**src/bms_pkg.sv**
```systemverilog
/*
 Package for the ballast mode sequencer: mode enumeration and timing
 counts derived from the 250 MHz system clock.
 Assumes a single clock domain; no registers reachable by software.
*/
package bms_pkg;
   // ******************************
   // Clock and timing
   // ******************************
   localparam int CLK_MHZ          = 250;
   localparam int DEAD_TIME_NS     = 2000;
   localparam int BLANK_TIME_NS    = 400;
   // Least times round up
   localparam int DEAD_CYC  = (DEAD_TIME_NS * CLK_MHZ + 999) / 1000;
   localparam int BLANK_CYC = (BLANK_TIME_NS * CLK_MHZ + 999) / 1000;
   localparam int CNT_W     = 16;
   localparam logic [CNT_W-1:0] DEAD_CNT  = CNT_W'(DEAD_CYC);
   localparam logic [CNT_W-1:0] BLANK_CNT = CNT_W'(BLANK_CYC);

   // ******************************
   // Modes
   // ******************************
   typedef enum logic [2:0] {
      BMS_LOCKOUT,
      BMS_WARM,
      BMS_IGNITE,
      BMS_DIM,
      BMS_FAULT
   } bms_mode_t;

   // Half-bridge phases of one switching period
   typedef enum logic [1:0] {
      PH_LOW,
      PH_DEAD_A,
      PH_HIGH,
      PH_DEAD_B
   } bms_phase_t;
endpackage

```
**src/ballast_mode_sequencer.sv**
```systemverilog
/*
 Mode sequencer and gate-drive control of a dimming ballast controller.
 Analog thresholds arrive as comparator levels; current sources and
 switches on the analog nodes leave as enable levels.
 Assumes comparator outputs are asynchronous and are synchronised here;
 the oscillator frequency is modelled by halfPeriodEnd pulses.
*/
`timescale 1ns/100ps
module ballast_mode_sequencer
   import bms_pkg::*;
(
   input  wire logic clk,
   input  wire logic rst_n,
   input  wire logic supplyAboveRise,
   input  wire logic supplyBelowFall,
   input  wire logic lineAboveOn,
   input  wire logic lineBelowOff,
   input  wire logic shutdownInput,
   input  wire logic overTemp,
   input  wire logic timerAbove5v,
   input  wire logic oscBelowMin,
   input  wire logic csAboveWarmupRef,
   input  wire logic csAboveLimit,
   input  wire logic zeroCross,
   input  wire logic floorAboveRamp,
   input  wire logic halfPeriodEnd,
   output logic      highSideDrive,
   output logic      lowSideDrive,
   output logic      oscForceHigh,
   output logic      timerShortGnd,
   output logic      timerCharge1u,
   output logic      oscDischarge1u,
   output logic      oscCharge60u,
   output logic      oscDischarge15u,
   output logic      feedbackCharge,
   output logic      brightToTimer,
   output logic      useFixedLimitRef,
   output logic      refPhase,
   output logic      faultLatched,
   output logic [2:0] modeState
);
   // ******************************
   // Input synchronisers
   // ******************************
   localparam int NIN = 13;
   logic [NIN-1:0] rawIn;
   logic [NIN-1:0] syncIn;

   assign rawIn = {supplyAboveRise, supplyBelowFall, lineAboveOn,
                   lineBelowOff, shutdownInput, overTemp, timerAbove5v,
                   oscBelowMin, csAboveWarmupRef, csAboveLimit, zeroCross,
                   floorAboveRamp, halfPeriodEnd};

   bms_sync #(.W(NIN)) u_sync (
      .clk   (clk),
      .rst_n (rst_n),
      .din   (rawIn),
      .dout  (syncIn)
   );

   logic sSupOk;
   logic sSupLow;
   logic sLineOn;
   logic sLineOff;
   logic sShut;
   logic sHot;
   logic sTimer5;
   logic sOscMin;
   logic sCsWarm;
   logic sCsLim;
   logic sZero;
   logic sFloor;
   logic sHalf;

   assign {sSupOk, sSupLow, sLineOn, sLineOff, sShut, sHot, sTimer5,
           sOscMin, sCsWarm, sCsLim, sZero, sFloor, sHalf} = syncIn;

   // ******************************
   // Mode decoding
   // ******************************
   // Modes in which the half-bridge switches
   function automatic logic isSwitching(input bms_mode_t m);
      return (m == BMS_WARM) || (m == BMS_IGNITE) || (m == BMS_DIM);
   endfunction

   // Modes that park the oscillator high and ground the timer
   function automatic logic isParked(input bms_mode_t m);
      return (m == BMS_LOCKOUT) || (m == BMS_FAULT);
   endfunction

   // Modes that limit current against the fixed reference
   function automatic logic usesFixedRef(input bms_mode_t m);
      return (m == BMS_IGNITE) || (m == BMS_DIM);
   endfunction

   // ******************************
   // Shutdown toggle detection
   // ******************************
   logic shutPrev;
   logic shutEdge;

   always_ff @(posedge clk) begin
      if (!rst_n) begin
         shutPrev <= 1'b0;
      end else begin
         shutPrev <= sShut;
      end
   end

   // A falling edge of shutdown completes a cycle of the pin
   assign shutEdge = shutPrev && !sShut;

   // ******************************
   // Mode sequencer
   // ******************************
   bms_mode_t mode;
   bms_mode_t next_mode;
   logic      hotLatch;
   logic      clearLatch;

   assign clearLatch = sSupLow || shutEdge;

   always_comb begin
      next_mode = mode;
      unique case (mode)
         BMS_LOCKOUT: begin
            if (sSupOk && sLineOn && !sShut && !hotLatch) begin
               next_mode = BMS_WARM;
            end
         end
         BMS_WARM: begin
            if (sTimer5) begin
               next_mode = BMS_IGNITE;
            end
         end
         BMS_IGNITE: begin
            if (sCsLim) begin
               next_mode = BMS_FAULT;
            end else if (sOscMin) begin
               next_mode = BMS_DIM;
            end
         end
         BMS_DIM: begin
            if (sCsLim) begin
               next_mode = BMS_FAULT;
            end
         end
         BMS_FAULT: begin
            if (clearLatch) begin
               next_mode = BMS_LOCKOUT;
            end
         end
         default: next_mode = BMS_LOCKOUT;
      endcase
      // Supply, shutdown, brown-out and heat override every mode except fault
      if (mode != BMS_FAULT) begin
         if (sHot) begin
            next_mode = BMS_FAULT;
         end else if (sSupLow || sShut || sLineOff) begin
            next_mode = BMS_LOCKOUT;
         end
      end
   end

   always_ff @(posedge clk) begin
      if (!rst_n) begin
         mode <= BMS_LOCKOUT;
      end else begin
         mode <= next_mode;
      end
   end

   // Heat event wins over a clear in the same cycle
   always_ff @(posedge clk) begin
      if (!rst_n) begin
         hotLatch <= 1'b0;
      end else if (sHot) begin
         hotLatch <= 1'b1;
      end else if (clearLatch) begin
         hotLatch <= 1'b0;
      end
   end

   // ******************************
   // Half-bridge drive
   // ******************************
   logic bridgeEn;
   logic lowOn;
   logic highOn;
   logic lowRise;

   assign bridgeEn = isSwitching(next_mode);

   // Bridge restarts in dead time before the low side
   bms_bridge u_bridge (
      .clk     (clk),
      .rst_n   (rst_n),
      .enable  (bridgeEn),
      .halfEnd (sHalf),
      .lowOn   (lowOn),
      .highOn  (highOn),
      .lowRise (lowRise)
   );

   always_ff @(posedge clk) begin
      if (!rst_n) begin
         highSideDrive <= 1'b0;
         lowSideDrive  <= 1'b0;
      end else begin
         highSideDrive <= highOn && bridgeEn;
         lowSideDrive  <= lowOn && bridgeEn;
      end
   end

   // ******************************
   // Zero-crossing blanking
   // ******************************
   // Window opens one cycle before the pin rises and the comparator
   // arrives two synchroniser cycles late, so the load is stretched
   localparam int               BLANK_LAG  = 3;
   localparam logic [CNT_W-1:0] BLANK_LOAD = BLANK_CNT
                                             + CNT_W'(BLANK_LAG);

   logic [CNT_W-1:0] blankCount;
   logic             zeroPrev;
   logic             zeroEdge;

   always_ff @(posedge clk) begin
      if (!rst_n) begin
         blankCount <= '0;
      end else if (lowRise) begin
         blankCount <= BLANK_LOAD;
      end else if (blankCount != '0) begin
         blankCount <= blankCount - 1'b1;
      end
   end

   always_ff @(posedge clk) begin
      if (!rst_n) begin
         zeroPrev <= 1'b0;
      end else begin
         zeroPrev <= sZero;
      end
   end

   // Edges inside the blank window are dropped, not delayed
   assign zeroEdge = sZero && !zeroPrev && (blankCount == '0);

   // ******************************
   // Phase detection
   // ******************************
   // Error pulse: load current crosses zero after the reference edge
   logic refPrev;
   logic refArmed;

   always_ff @(posedge clk) begin
      if (!rst_n) begin
         refPrev  <= 1'b0;
         refArmed <= 1'b0;
      end else begin
         refPrev <= sFloor;
         if (sFloor && !refPrev) begin
            refArmed <= 1'b1;
         end else if (zeroEdge || lowRise) begin
            refArmed <= 1'b0;
         end
      end
   end

   // ******************************
   // Analog node controls
   // ******************************
   always_ff @(posedge clk) begin
      if (!rst_n) begin
         oscForceHigh     <= 1'b1;
         timerShortGnd    <= 1'b1;
         timerCharge1u    <= 1'b0;
         oscDischarge1u   <= 1'b0;
         oscCharge60u     <= 1'b0;
         oscDischarge15u  <= 1'b0;
         feedbackCharge   <= 1'b0;
         brightToTimer    <= 1'b0;
         useFixedLimitRef <= 1'b0;
         refPhase         <= 1'b0;
      end else begin
         oscForceHigh  <= isParked(next_mode);
         timerShortGnd <= isParked(next_mode);
         timerCharge1u <= (next_mode == BMS_WARM);
         oscDischarge1u <= (next_mode == BMS_WARM)
                           || (next_mode == BMS_IGNITE);
         oscCharge60u  <= (next_mode == BMS_WARM) && sCsWarm;
         oscDischarge15u <= (next_mode == BMS_DIM);
         feedbackCharge <= (next_mode == BMS_DIM) && refArmed
                           && zeroEdge;
         brightToTimer <= (next_mode == BMS_DIM);
         useFixedLimitRef <= usesFixedRef(next_mode);
         // Digital compare, so it holds at any frequency
         refPhase <= sFloor && (next_mode == BMS_DIM);
      end
   end

   always_ff @(posedge clk) begin
      if (!rst_n) begin
         faultLatched <= 1'b0;
         modeState    <= 3'h0;
      end else begin
         faultLatched <= (next_mode == BMS_FAULT);
         modeState    <= 3'(next_mode);
      end
   end
endmodule // ballast_mode_sequencer

```
**src/bms_sync.sv**
```systemverilog
/*
 Two flip-flop synchroniser for a vector of asynchronous comparator levels.
 Assumes the levels are quasi-static compared with the 4 ns clock.
*/
`timescale 1ns/100ps
module bms_sync #(
   parameter int W = 1
) (
   input  wire logic         clk,
   input  wire logic         rst_n,
   input  wire logic [W-1:0] din,
   output logic      [W-1:0] dout
);
   logic [W-1:0] stage1;

   always_ff @(posedge clk) begin
      if (!rst_n) begin
         stage1 <= '0;
         dout   <= '0;
      end else begin
         stage1 <= din;
         dout   <= stage1;
      end
   end
endmodule // bms_sync

```
**src/bms_bridge.sv**
```systemverilog
/*
 Complementary half-bridge pulse generator with dead time.
 Each half period ends on a pulse of halfEnd from the oscillator model.
 Always starts on the low side after enable rises.
 Assumes halfEnd pulses are longer apart than the dead time.
*/
`timescale 1ns/100ps
module bms_bridge
   import bms_pkg::*;
(
   input  wire logic clk,
   input  wire logic rst_n,
   input  wire logic enable,
   input  wire logic halfEnd,
   output logic      lowOn,
   output logic      highOn,
   output logic      lowRise
);
   bms_phase_t       phase;
   logic [CNT_W-1:0] deadCount;

   // ******************************
   // Phase sequencing
   // ******************************
   always_ff @(posedge clk) begin
      if (!rst_n || !enable) begin
         phase     <= PH_DEAD_B;
         deadCount <= '0;
      end else begin
         unique case (phase)
            PH_LOW: if (halfEnd) begin
               phase     <= PH_DEAD_A;
               deadCount <= '0;
            end
            PH_HIGH: if (halfEnd) begin
               phase     <= PH_DEAD_B;
               deadCount <= '0;
            end
            PH_DEAD_A: if (deadCount == DEAD_CNT - 1'b1) begin
               phase <= PH_HIGH;
            end else begin
               deadCount <= deadCount + 1'b1;
            end
            PH_DEAD_B: if (deadCount == DEAD_CNT - 1'b1) begin
               phase <= PH_LOW;
            end else begin
               deadCount <= deadCount + 1'b1;
            end
         endcase
      end
   end

   assign lowOn   = (phase == PH_LOW);
   assign highOn  = (phase == PH_HIGH);
   assign lowRise = (phase == PH_DEAD_B) && enable
                    && (deadCount == DEAD_CNT - 1'b1);
endmodule // bms_bridge

```
**config.mk**
```make
export PLATFORM = sky130hd
export DESIGN_NAME = ballast_mode_sequencer
export DESIGN_NICKNAME = d
export VERILOG_FILES = /design/src/bms_pkg.sv /design/src/ballast_mode_sequencer.sv /design/src/bms_sync.sv /design/src/bms_bridge.sv
export SDC_FILE = /design/constraint.sdc
export NUM_CORES = 1
export LEC_CHECK = 0
export ABC_CLOCK_PERIOD_IN_PS = 2310
export BUFFER_PORTS_ARGS = -buffer_cell sky130_fd_sc_hd__buf_2
export CORE_MARGIN = 5
export CORE_UTILIZATION = 52
export CTS_BUF_LIST = sky130_fd_sc_hd__clkbuf_4 sky130_fd_sc_hd__clkbuf_8 sky130_fd_sc_hd__clkbuf_16
export DETAILED_ROUTE_END_ITERATION = 10
export PLACE_DENSITY_LB_ADDON = 0.05
export SETUP_SLACK_MARGIN = 0.4
export SLEW_MARGIN = 20
export SYNTH_ARGS = -nofsm -noshare
export SYNTH_HDL_FRONTEND = slang
export SYNTH_SLANG_ARGS = --single-unit
```
**constraint.sdc**
```tcl
create_clock -name clk -period 2.31 [get_ports clk]
set_input_delay 0.231 -clock clk [delete_from_list [all_inputs] [get_ports clk]]
set_output_delay 0.231 -clock clk [all_outputs]
set_load 0.01 [all_outputs]
```
Yosys cells after proc, flatten, opt, wreduce, memory -nomap -nowiden
Cells that the tools add are included.

storage, ports and cells
  register bits = 79
  bits in latches = 0
  bits in writable memories = 0
  ROM bits = 0
  input port bits = 15
  output and inout port bits = 16
  word-level logic and storage cells = 112
  memories = 0

cells by class
  add/subtract/negate cells = 2
  multiply operators = 0
  div/mod/pow operators = 0
  $lt $le $gt $ge = 0
  equality and inequality tests = 19
  shift-type cells = 0
  multiplexer cells = 24
  bitwise operators = 1
  reductions and logical operators = 43

operator list
  cell                     number
  $mux W16                 2
  $pmux W16 S2             1
  $mux W3                  9
  $add A16 B1 Y16 const B  1
  $eq A16 B9 Y1 const B    1
  $logic_not A16 Y1        1
  $reduce_bool A16 Y1      1
  $sub A16 B1 Y16 const B  1
  $logic_and A1 B1 Y1      15
  $pmux W3 S5              1
  $mux W7                  2
  $eq A3 B2 Y1 const B     4
  $ne A2 B1 Y1 const B     5
  $logic_or A1 B1 Y1       9
  $mux W2                  4
  $pmux W2 S4              1
  $eq A3 B1 Y1 const B     2
  $eq A3 B3 Y1 const B     2
  $logic_not A1 Y1         6
  $logic_not A3 Y1         2
  $reduce_bool A2 Y1       3
  $reduce_or A2 Y1         3
  $eq A2 B2 Y1 const B     2
  $mux W1                  4
  7 further kinds          7

Longest topological paths before layout
Gate-level depths: netlist of the first run.

  word-level depth = 16
  gate-level depth with buffers = 7
  mapped depth without buffers = 7

Modules after synthesis
Synthesis of the first run repeated with hierarchy kept, for this count alone.

unflattened totals
  cells, all modules = 332
  area, all modules = 3,189.3 sq um

modules (own cells, without submodules)
  module                  times used  cells an instance  area each (sq um)
  ballast_mode_sequencer  1           170                1,536.5
  bms_bridge              1           108                922.1
  bms_sync                1           54                 730.7

Worst setup path after synthesis of the first run
OpenSTA, ideal clock, no wires.

  path type = register -> register
  start point = register u_bridge.deadCount[0]
  end point = register blankCount[4]
  data arrival time = 2.097 ns
  data required time = 2.195 ns
  setup slack = 0.098 ns
  cell stages (with the launch flop) = 8
  cell sequence = dfxtp_1 -> ha_1 -> or3b_2 -> or4_4 -> a311o_2 -> nand2_4 -> buf_12 -> nor2_2

between the ends
  cells in the longest elaborated chain, start to end = 3

ends and longest elaborated chain
  what                        line                           RTL
  start, declared             bms_bridge.sv:20               logic [CNT_W-1:0] deadCount;
  start signal, assigned      bms_bridge.sv:42               deadCount <= deadCount + 1'b1;
  start signal, assigned      bms_bridge.sv:47               deadCount <= deadCount + 1'b1;
  $eq A16 B9 Y1               bms_bridge.sv:56               && (deadCount == DEAD_CNT - 1'b1);
  $logic_and A1 B1 Y1         bms_bridge.sv:56
  $reduce_or A2 Y1 (no line)  --
  end signal, assigned        ballast_mode_sequencer.sv:234  blankCount <= blankCount - 1'b1;
  end, declared               ballast_mode_sequencer.sv:224  logic [CNT_W-1:0] blankCount;

No other way between the ends.
A chain may end at the register's enable or synchronous reset.

Worst setup path after layout of the first run
  start point = register u_bridge.deadCount[3]
  end point = register refArmed

between the ends
  cells in the longest elaborated chain, start to end = 4

ends and longest elaborated chain
  what                          line                           RTL
  $eq A16 B9 Y1                 bms_bridge.sv:56
  $logic_and A1 B1 Y1           bms_bridge.sv:56
  $logic_or A1 B1 Y1            ballast_mode_sequencer.sv:264  end else if (zeroEdge || lowRise) begin
  $reduce_bool A2 Y1 (no line)  --
  end signal, assigned          ballast_mode_sequencer.sv:259  refArmed <= 1'b0;
  end signal, assigned          ballast_mode_sequencer.sv:263  refArmed <= 1'b1;
  end signal, assigned          ballast_mode_sequencer.sv:265  refArmed <= 1'b0;
  end, declared                 ballast_mode_sequencer.sv:254  logic refArmed;

No other way between the ends.

==> results.py, run 1 <==
metrics = {
    "pwr": {
        "leakage_nw": 1.46,
        "ir_worst_vdd_mv": 0.510,
        "power_density_nw_per_um2": 884,
        "power_switching_mw": 1.02,
        "internal-power_mw": 2.23,
        "sw_frac_of_total_pct": 31.3,
        "total_power_mw": 3.25,
        "pwr-share-clk_pct": 27.6,
        "power_frac_seq_pct": 48.2,
        "pwr-share-comb_pct": 24.2,
    },
    "clock_network": {
        "path_clk_slew_ns": 0.08,
        "clk_latency_ns": 0.35,
        "clk_path_buf_depth": 2,
        "cts_root_buf": "clkbuf_8",
        "cts_buffers": 9,
        "cts_tree": "built",
        "htree_levels": 3,
        "clock_sinks": 79,
    },
    "sta": {
        "period_share_pct": 93.9,
        "drv_slew": 0,
        "worst_slew_pin_slew_ns": 0.651,
        "rsz0062_at_grt": "true",
        "hold_slack_ns": 0.0802,
        "relSlewSlack_pct": 56.2,
        "fin_skew_ns": 0.00783,
        "fin_tns_setup_ns": 0,
        "max_clock_freq_ghz": 0.461,
        "finalSetupViolCount": 0,
        "hold_viol_final": 0,
        "period_minus_slack_ns": 2.17,
    },
    "routing": {
        "route.detailed.drc": 0,
        "drt_wl_total_mm": 5.81,
        "vias": 2320,
        "dr.pass1.iters": 4,
        "drtAntennaViolNets": 0,
        "wire_per_inst_um": 12.8,
        "vias_per_cell": 5.11,
        "dr.first_iter.drc_count": 112,
    },
    "logic_synthesis": {
        "synth_top_cell_area_share_pct": 51.0,
        "synth_nets": 344,
        "syn_area_um2": 3100,
        "netlist_instances": 323,
        "postSynthRegisterBits": 79,
        "synth_common_cells": "dfxtp_1, nor2_1, and2_1, nand2_1",
        "synth.distinct_cells": 50,
        "synth.largest_area_cell": "dfxtp_1",
        "syn_area_per_cell_um2": 9.60,
        "synth-seq-area-share_pct": 51.0,
        "synth_area_leaders": "dfxtp_1, and2_1, nor2_1, xnor2_1, xor2_1",
        "ys_async_sr_fraction_pct": 0,
        "yosysMostFrequentCell": "dfxtp_1",
        "synth-edff-count": 0,
        "ys.flop_type": "dfxtp_1",
        "ys_warn_count": 0,
    },
    "setup_path": {
        "cp_max_fo": 7,
        "crit_arrival_ns": 2.40,
        "crit_required_ns": 2.54,
        "start_kind": "flip-flop",
        "crit_path_end_kind": "flip-flop",
        "crit_type": "reg2reg",
    },
    "floorplanning": {
        "coreArea_um2": 5850,
        "die-area_um2": 7610,
        "io_pins": 31,
        "start_util_pct": 53.0,
        "core.rowCount": 28,
        "die_y_um": 87.2,
        "die_width_um": 87.2,
    },
    "finish": {
        "fin_area_um2": 3670,
        "multi_input_area_um2": 1500,
        "n_fill_cell": 513,
        "area_delta_synth_final_pct": 18.5,
        "nNetsFinal": 396,
        "drive_above_1_share_pct": 25.1,
        "utilization_pct": 62.8,
        "diodes": 0,
        "regArea_um2": 1590,
    },
    "placement": {
        "dpl_cell_area_um2": 3400,
        "gp_congestion": 0.898,
        "dpl.hpwl_mm": 4.03,
        "portBuffers": 30,
    },
    "min_path": {
        "worst_hold_path_type": "in2reg",
    },
    "flow_run": {
        "maxCapViolCount": 0,
    },
    "global_routing": {
        "grt_max_degree": 44,
        "first_global_vias": 2235,
        "track_usage_pct": 17.3,
        "antenna_found_initial": 0,
        "grt_pass1_wl_mm": 10.3,
        "overflow": 0,
    },
    "run_status": {
        "status": "finished, final reports clean",
    },
}
[metrics by stage]
step / std cells / setup WS, ns
2_1_floorplan: 323 / 0.189
3_3_place_gp: 432 / 0.0730
3_5_place_dp: 432 / 0.0260
4_1_cts: 454 / 0.0705
5_1_grt: 454 / 0.0897
6_report: 454 / 0.141
[kinds of logic (layout without fill, tap and decap cells)]
| group | Yosys count | count (layout) | share of synthesized area, % |
|---|---|---|---|
| adders and majority gates | 6 | 6 | 2.42 |
| buffers and inverters | 19 | 74 | 3.07 |
| muxes | 4 | 4 | 1.29 |
| AOI/OAI and AO/OA | 41 | 41 | 8.92 |
| and+or+nand+nor | 154 | 155 | 27.6 |
| xor gates and xnor gates | 20 | 20 | 5.65 |
| DFF | 79 | 79 | 51.0 |
[final timing paths]
path	start	endpoint	slack, ns	cells past startpoint
min	oscBelowMin	u_sync.stage1[5]	0.08	2
max reg2reg	u_bridge.deadCount[3]	refArmed	0.14	5
min reg2reg	u_sync.stage1[12]	u_sync.dout[12]	0.44	1
max	u_bridge.deadCount[3]	refArmed	0.14	5
[cell type report]
| cell class | instances | share of cell area [%] |
|---|---|---|
| multi-input combinational | 226 | 40.8 |
| clock buffer | 9 | 3.37 |
| clock inverter | 6 | 1.26 |
| timing repair buffer | 48 | 7.76 |
| sequential | 79 | 43.2 |
| tap | 75 | 2.55 |
| inverter | 11 | 1.12 |
[repair_timing]
item	4_1_cts	5_1_grt
gates resized for setup	7	6
setup endpoints to repair	21	28
setup buffers	6	0
hold buffers	0	0
pin swaps	13	7
cloned	1	0
[registers in the layout, summed over array words and instances (netlist names)]
| register | cells |
|---|---|
| blankCount | 16 |
| u_bridge.deadCount | 16 |
| u_sync.dout | 13 |
| u_sync.stage1 | 13 |
| modeState | 3 |
| u_bridge.phase | 2 |
| brightToTimer | 1 |
| faultLatched | 1 |
| feedbackCharge | 1 |
| highSideDrive | 1 |
| hotLatch | 1 |
| lowSideDrive | 1 |
| oscCharge60u | 1 |
| oscDischarge1u | 1 |
| refArmed | 1 |
| refPhase | 1 |
| refPrev | 1 |
| shutPrev | 1 |
| timerCharge1u | 1 |
| timerShortGnd | 1 |
| useFixedLimitRef | 1 |
| zeroPrev | 1 |
[worst max-delay path, stage by stage, from the launching register on]
cell	delay [ns]
dfxtp_1	0.31
or4_4	0.53
or4_4	0.56
a311o_2	0.44
nand2_8	0.13
o22ai_2	0.07
[layer usage]
layer / vias to the layer above / global-route usage, % / share of wire [%]
met1: 1071 / 21.3 / 47
met5: - / 0 / 0
met3: 10 / 6.72 / 4.4
li1: 1204 / - / -
met4: 0 / 7.25 / 1.5
met2: 35 / 27.1 / 47
[layout by cell type (no fill, tap or decap), types with 2 or more instances in the layout]
cell type	Yosys	layout
o21ai_0	8	7
buf_2	0	30
nor2b_1	7	7
dfxtp_2	0	4
a211oi_1	2	2
and4_1	2	2
nor2_1	36	35
nor3b_1	5	3
dfxtp_1	79	75
clkinvlp_4	0	2
inv_6	0	2
o211ai_1	2	2
a21boi_0	5	5
and2_1	35	35
a31oi_1	3	3
nand4_1	7	7
clkbuf_8	0	9
o21a_1	2	2
or4_4	1	2
nand2_1	16	16
nor3b_2	0	2
and3_1	3	3
xnor2_1	10	10
a21oi_1	9	9
nand3_1	11	11
nor4_1	5	5
nor3_1	6	5
mux2i_1	4	4
xor2_1	10	10
nor2_2	9	10
buf_4	2	18
ha_1	6	5
inv_1	11	11
[power by group through the flow]
stage | Sequential (mW) | Clock (mW) | Combinational, mW
finish | 1.56 | 0.897 | 0.787
global route | 1.58 | 0.994 | 0.897
CTS | 1.56 | 0.929 | 0.787
detailed placement | 1.59 | 0 | 0.771
global placement | 1.59 | 0 | 0.764
floorplan | 1.57 | 0 | 0.573
(Power assumes the default switching activity.)
==> run 2, diff against run 1 <==
- ABC_CLOCK_PERIOD_IN_PS: 2310 -> 2000
- CORE_UTILIZATION: 52 -> 58
- RECOVER_POWER: unset -> 25
- clock period: 2.31 -> 2 ns (I/O delays scaled with it)
==> run 2 against run 1 <==
Effect of this change:
- the run now ends with setup timing left
- count of clock-buffer cells in the layout rose by 2
- sequential share of layout area is 3.0 points lower
- worst setup slack got worse by 0.35 ns
- first-iteration DRC count grew 15%
- critical path depth unchanged
- critical path type unchanged
==> results.py, run 2 (synthesis gave the netlist of run 1 again) <==
metrics = {
    "run_status": {
        "status": "finished with violations",
        "violations": "setup timing",
    },
    "finish": {
        "fin_area_um2": 3980,
        "multi_input_area_um2": 1610,
        "nNetsFinal": 415,
        "drive_above_1_share_pct": 33.3,
        "regArea_um2": 1600,
        "layoutNonFillerInstCount": 469,
        "reg_top3": "blankCount: 16 flops, u_bridge.deadCount: 16 flops",
        "layout_commonest_cell": "dfxtp_1",
        "final_cell_mix": "dfxtp_1, nor2_1, buf_4",
        "n_fill_cell": 397,
        "diodes": 0,
        "area_delta_synth_final_pct": 28.5,
    },
    "routing": {
        "drt_wl_total_mm": 6.34,
        "dr.first_iter.drc_count": 129,
        "dr.pass1.iters": 4,
        "vias_per_cell": 5.22,
        "vias": 2447,
        "wire_per_inst_um": 13.5,
        "drtAntennaViolNets": 0,
        "route.detailed.drc": 0,
    },
    "sta": {
        "drv_slew": 0,
        "fin_skew_ns": 0.00620,
        "hold_viol_final": 0,
        "period_share_pct": 110,
        "worst_slew_pin_slew_ns": 1.03,
        "hold_slack_ns": 0.0464,
        "setup_ws_ns": -0.206,
        "period_minus_slack_ns": 2.21,
        "rsz0062_at_grt": "true",
        "relSlewSlack_pct": 31.4,
        "max_clock_freq_ghz": 0.453,
        "finalSetupViolCount": 21,
    },
    "setup_path": {
        "crit_type": "reg2reg",
        "cp_max_fo": 5,
        "start_kind": "flip-flop",
        "crit_arrival_ns": 2.49,
        "crit_path_end_kind": "flip-flop",
        "crit_required_ns": 2.28,
    },
    "pwr": {
        "total_power_mw": 3.99,
        "ir_worst_vdd_mv": 0.707,
        "power_density_nw_per_um2": 1000,
        "leakage_nw": 1.60,
    },
    "global_routing": {
        "grt_pass1_wl_mm": 10.9,
        "first_global_vias": 2418,
        "track_usage_pct": 19.3,
        "overflow": 0,
        "antenna_found_initial": 0,
        "grt_max_degree": 28,
    },
    "clock_network": {
        "htree_levels": 3,
        "cts_buffers": 9,
        "cts_tree": "built",
        "clock_sinks": 79,
        "clk_path_buf_depth": 2,
        "path_clk_slew_ns": 0.08,
        "cts_root_buf": "clkbuf_8",
        "clk_latency_ns": 0.35,
    },
    "placement": {
        "portBuffers": 30,
        "dpl.hpwl_mm": 4.22,
        "dpl_cell_area_um2": 3540,
        "placed_cells": 445,
        "gp_congestion": 0.826,
    },
    "floorplanning": {
        "io_pins": 31,
        "die-area_um2": 6910,
        "die_y_um": 83.1,
        "start_util_pct": 60.3,
        "coreArea_um2": 5140,
        "die_width_um": 83.1,
        "core.rowCount": 26,
    },
    "min_path": {
        "worst_hold_path_type": "in2reg",
    },
    "flow_run": {
        "maxCapViolCount": 0,
    },
}
==> run 2: changes by cell type in the layout (fill, tap and decap cells not counted), moves of 3 or more <==
cell | previous run | this run
and2_0 | 0 | 8
dfxtp_4 | 0 | 4
a21boi_0 | 5 | 1
a21boi_2 | 0 | 4
and2_1 | 35 | 26
dfxtp_1 | 75 | 72
buf_6 | 0 | 3
buf_4 | 18 | 34
==> run 2: final cells by class <==
cell class              instances  share of cell area, %
repair buffers                 68                   11.1
flip-flops and latches         79                   40.2
clock inverters                 5                   1.48
multi-input cells             225                   40.5
clock buffers                  11                   3.49
inverters                      11                   1.10
well taps                      70                   2.20
==> run 2: report_power, final <==
group | internal [mW] | switching [mW]
Combinational | 0.473 | 0.539
Sequential | 1.70 | 0.115
Clock | 0.604 | 0.565
==> run 2: final timing paths <==
path | slack (ns) | end | cells past startpoint | from
setup / recovery | -0.21 | blankCount[5] | 5 | u_bridge.deadCount[14]
hold / removal | 0.05 | u_sync.stage1[11] | 2 | supplyBelowFall
hold reg to reg | 0.43 | refArmed | 1 | refPrev
setup reg to reg | -0.21 | blankCount[5] | 5 | u_bridge.deadCount[14]
==> run 2: timing repair <==
item | in CTS | in global routing
buffers inserted | 4 | 4
gates resized for setup | 31 | 20
endpoints found under the setup margin | 39 | 38
pin swaps | 9 | 19
hold buffers | 0 | 0
==> run 2: critical path: stages (launching register included) <==
cell	delay [ns]
dfxtp_2	0.33
or4b_4	0.55
or4_4	0.56
a311o_2	0.40
buf_6	0.16
a21boi_2	0.13
==> run 2: metal layers <==
| layer | part of all wire, % | GRT usage (%) | vias to the layer above |
|---|---|---|---|
| met4 | 3.6 | 10.7 | 0 |
| met2 | 47 | 31.0 | 49 |
| met1 | 45 | 24.0 | 1132 |
| met3 | 4.4 | 3.86 | 20 |
| li1 | - | - | 1246 |
| met5 | 0 | 0 | - |
==> run 2: metrics by stage <==
stage	utilization [%]	worst slack [ns]	setup TNS, ns
detailed placement	68.8	-0.208	-3.02
CTS	75.6	-0.209	-3.34
floorplan	-	-0.121	-1.23
global route	77.5	-0.246	-4.26
global placement	68.8	-0.164	-2.37
finish	77.5	-0.206	-3.21
==> run 3, diff against run 2 <==
- CTS_BUF_LIST: sky130_fd_sc_hd__clkbuf_4 sky130_fd_sc_hd__clkbuf_8 sky130_fd_sc_hd__clkbuf_16 -> unset
- SYNTH_HIERARCHICAL: unset -> 1
==> run 3 against run 2 <==
Effect of this change:
- the flow now finishes without violations
- clock skew increased by 0.0080 ns
- first-iteration DRC count increased by 29%
- critical path type unchanged
- cell count increased by 2.3%
==> results.py, run 3 <==
metrics = {
    "clock_network": {
        "clk_path_buf_depth": 2,
        "clock_sinks": 79,
        "clk_latency_ns": 0.36,
        "path_clk_slew_ns": 0.08,
        "cts_tree": "built",
        "cts_buffers": 9,
        "cts_root_buf": "clkbuf_8",
        "ctsHoldBuffers": 0,
        "htree_levels": 3,
    },
    "sta": {
        "fin_skew_ns": 0.0142,
        "worst_slew_pin_slew_ns": 0.632,
        "max_clock_freq_ghz": 0.513,
        "drv_slew": 0,
        "relSlewSlack_pct": 57.9,
        "finalSetupViolCount": 0,
        "period_share_pct": 97.4,
        "setup_ws_ns": 0.0520,
        "hold_viol_final": 0,
        "period_minus_slack_ns": 1.95,
        "rsz0062_at_grt": "true",
        "hold_slack_ns": 0.0537,
    },
    "run_status": {
        "status": "finished, final reports clean",
    },
    "floorplanning": {
        "die-area_um2": 7080,
        "core.rowCount": 27,
        "die_width_um": 84.2,
        "start_util_pct": 58.6,
        "die_y_um": 84.2,
        "coreArea_um2": 5440,
        "io_pins": 31,
    },
    "global_routing": {
        "grt_pass1_wl_mm": 11.3,
        "antenna_found_initial": 0,
        "track_usage_pct": 19.6,
        "grt_max_degree": 24,
        "first_global_vias": 2540,
        "overflow": 0,
    },
    "logic_synthesis": {
        "ys_async_sr_fraction_pct": 0,
        "synth-edff-count": 0,
        "syn_area_um2": 3190,
        "synth.largest_area_cell": "dfxtp_1",
        "synth_common_cells": "dfxtp_1, nor2_1, and2_2, nand2_1, a21oi_1",
        "netlist_instances": 332,
        "synth_nets": 353,
        "syn_area_per_cell_um2": 9.61,
        "ys.flop_type": "dfxtp_1",
        "synth_top_cell_area_share_pct": 49.6,
        "ys_warn_count": 6,
        "synth.distinct_cells": 55,
        "synth-seq-area-share_pct": 49.6,
        "yosysMostFrequentCell": "dfxtp_1",
        "postSynthRegisterBits": 79,
        "synth_area_leaders": "dfxtp_1, and2_2, nor2_1, a21oi_1, ha_1",
    },
    "setup_path": {
        "cp_max_fo": 2,
        "crit_chain": "or4_4 -> nor4_4 -> nand2_2 -> or4_1 -> a21o_1",
        "crit_required_ns": 2.25,
        "critPathTopFamily": "simple AND/OR/NAND/NOR gates",
        "crit_path_end_kind": "flip-flop",
        "reg2reg_depth": 5,
        "crit_cells": 5,
        "cpMaxStageDelayCell": "or4_4",
        "start_kind": "flip-flop",
        "crit_type": "reg2reg",
        "crit_arrival_ns": 2.20,
        "critPathMaxStageDelay_ns": 0.55,
        "critPathBufInv": 0,
    },
    "placement": {
        "dp_slack_ns": 0.0619,
        "dpl.hpwl_mm": 4.29,
        "gp_congestion": 0.868,
        "portBuffers": 30,
    },
    "finish": {
        "area_delta_synth_final_pct": 32.9,
        "layout_commonest_cell": "dfxtp_1",
        "final_cell_mix": "dfxtp_1, buf_4, buf_2",
        "reg_top3": "blankCount: 16 flops, u_bridge/deadCount: 16 flops",
        "n_fill_cell": 368,
        "regArea_um2": 1600,
        "multi_input_area_um2": 1780,
        "nNetsFinal": 425,
        "drive_above_1_share_pct": 42.9,
        "diodes": 0,
    },
    "routing": {
        "vias_per_cell": 5.47,
        "wire_per_inst_um": 14.8,
        "route.detailed.drc": 0,
        "drtAntennaViolNets": 0,
        "dr.pass1.iters": 4,
        "vias": 2625,
        "drt_wl_total_mm": 7.12,
        "dr.first_iter.drc_count": 167,
    },
    "pwr": {
        "leakage_nw": 1.66,
        "ir_worst_vdd_mv": 0.668,
        "total_power_mw": 4.75,
        "power_density_nw_per_um2": 1120,
    },
    "min_path": {
        "worstHoldPathCells": 2,
        "worst_hold_path_type": "in2reg",
    },
    "flow_run": {
        "maxCapViolCount": 0,
    },
}
run 3: final cells by class:
class / count / area share, %
inverter: 13 / 1.15
multi-input combinational: 230 / 42.0
sequential: 79 / 37.6
timing repair buffer: 71 / 12.1
clock inverter: 5 / 1.98
tap: 72 / 2.13
clock buffer: 10 / 3.01
run 3: final timing paths:
| check | slack (ns) | start | to |
|---|---|---|---|
| max | 0.05 | u_bridge/deadCount[10] | u_bridge/phase[0] |
| min reg2reg | 0.43 | u_sync/stage1[7] | u_sync/dout[7] |
| min | 0.05 | zeroCross | u_sync/stage1[2] |
| max reg2reg | 0.05 | u_bridge/deadCount[10] | u_bridge/phase[0] |
run 3: where the power goes:
group | switching, mW | leakage [nW] | internal, mW
sequential | 0.117 | 0.648 | 1.73
clock | 0.576 | 0.0986 | 0.698
combinational | 0.788 | 0.912 | 0.841
run 3: cells by family (layout without fill, tap and decap cells):
group / after synthesis / after routing / synth area share [%]
and+or+nand+nor: 155 / 155 / 28.6
DFF: 79 / 79 / 49.6
AOI/OAI and AO/OA: 53 / 53 / 11.1
buffers and inverters: 23 / 99 / 3.77
xor gates and xnor gates: 13 / 13 / 3.57
adders and majority gates: 6 / 6 / 2.35
muxes: 3 / 3 / 0.942
run 3: repair_timing:
action | CTS | global route
endpoints found under the setup margin | 43 | 47
cloned | 0 | 1
gates resized for setup | 27 | 30
endpoints found under the hold margin | 0 | 0
buffers inserted | 9 | 7
pin swaps | 8 | 11
run 3: worst register-to-register path, delay by kind of cell, from the launching register on:
kind	cells	cell delay, ns
AND/OR/NAND/NOR	4	1.37
AO/OA/AOI/OAI	1	0.16
flip-flops	1	0.32
run 3: metrics by stage:
step | cell area, um2 | TNS (ns) | utilization, % | std cells
5_1_grt | 4240 | -0.0694 | 77.9 | 480
3_3_place_gp | 3660 | 0 | 67.4 | 448
6_report | 4240 | 0 | 77.9 | 480
4_1_cts | 4070 | 0 | 74.7 | 472
3_5_place_dp | 3660 | 0 | 67.4 | 448
2_1_floorplan | 3320 | 0 | - | 332
run 3: metal layers:
| metal | wire length [um] | global-route usage [%] | vias up |
|---|---|---|---|
| met5 | 0 | 0 | - |
| met4 | 156 | 7.75 | 0 |
| met3 | 334 | 5.30 | 19 |
| met2 | 3500 | 32.5 | 68 |
| met1 | 3120 | 24.2 | 1227 |
| li1 | - | - | 1311 |
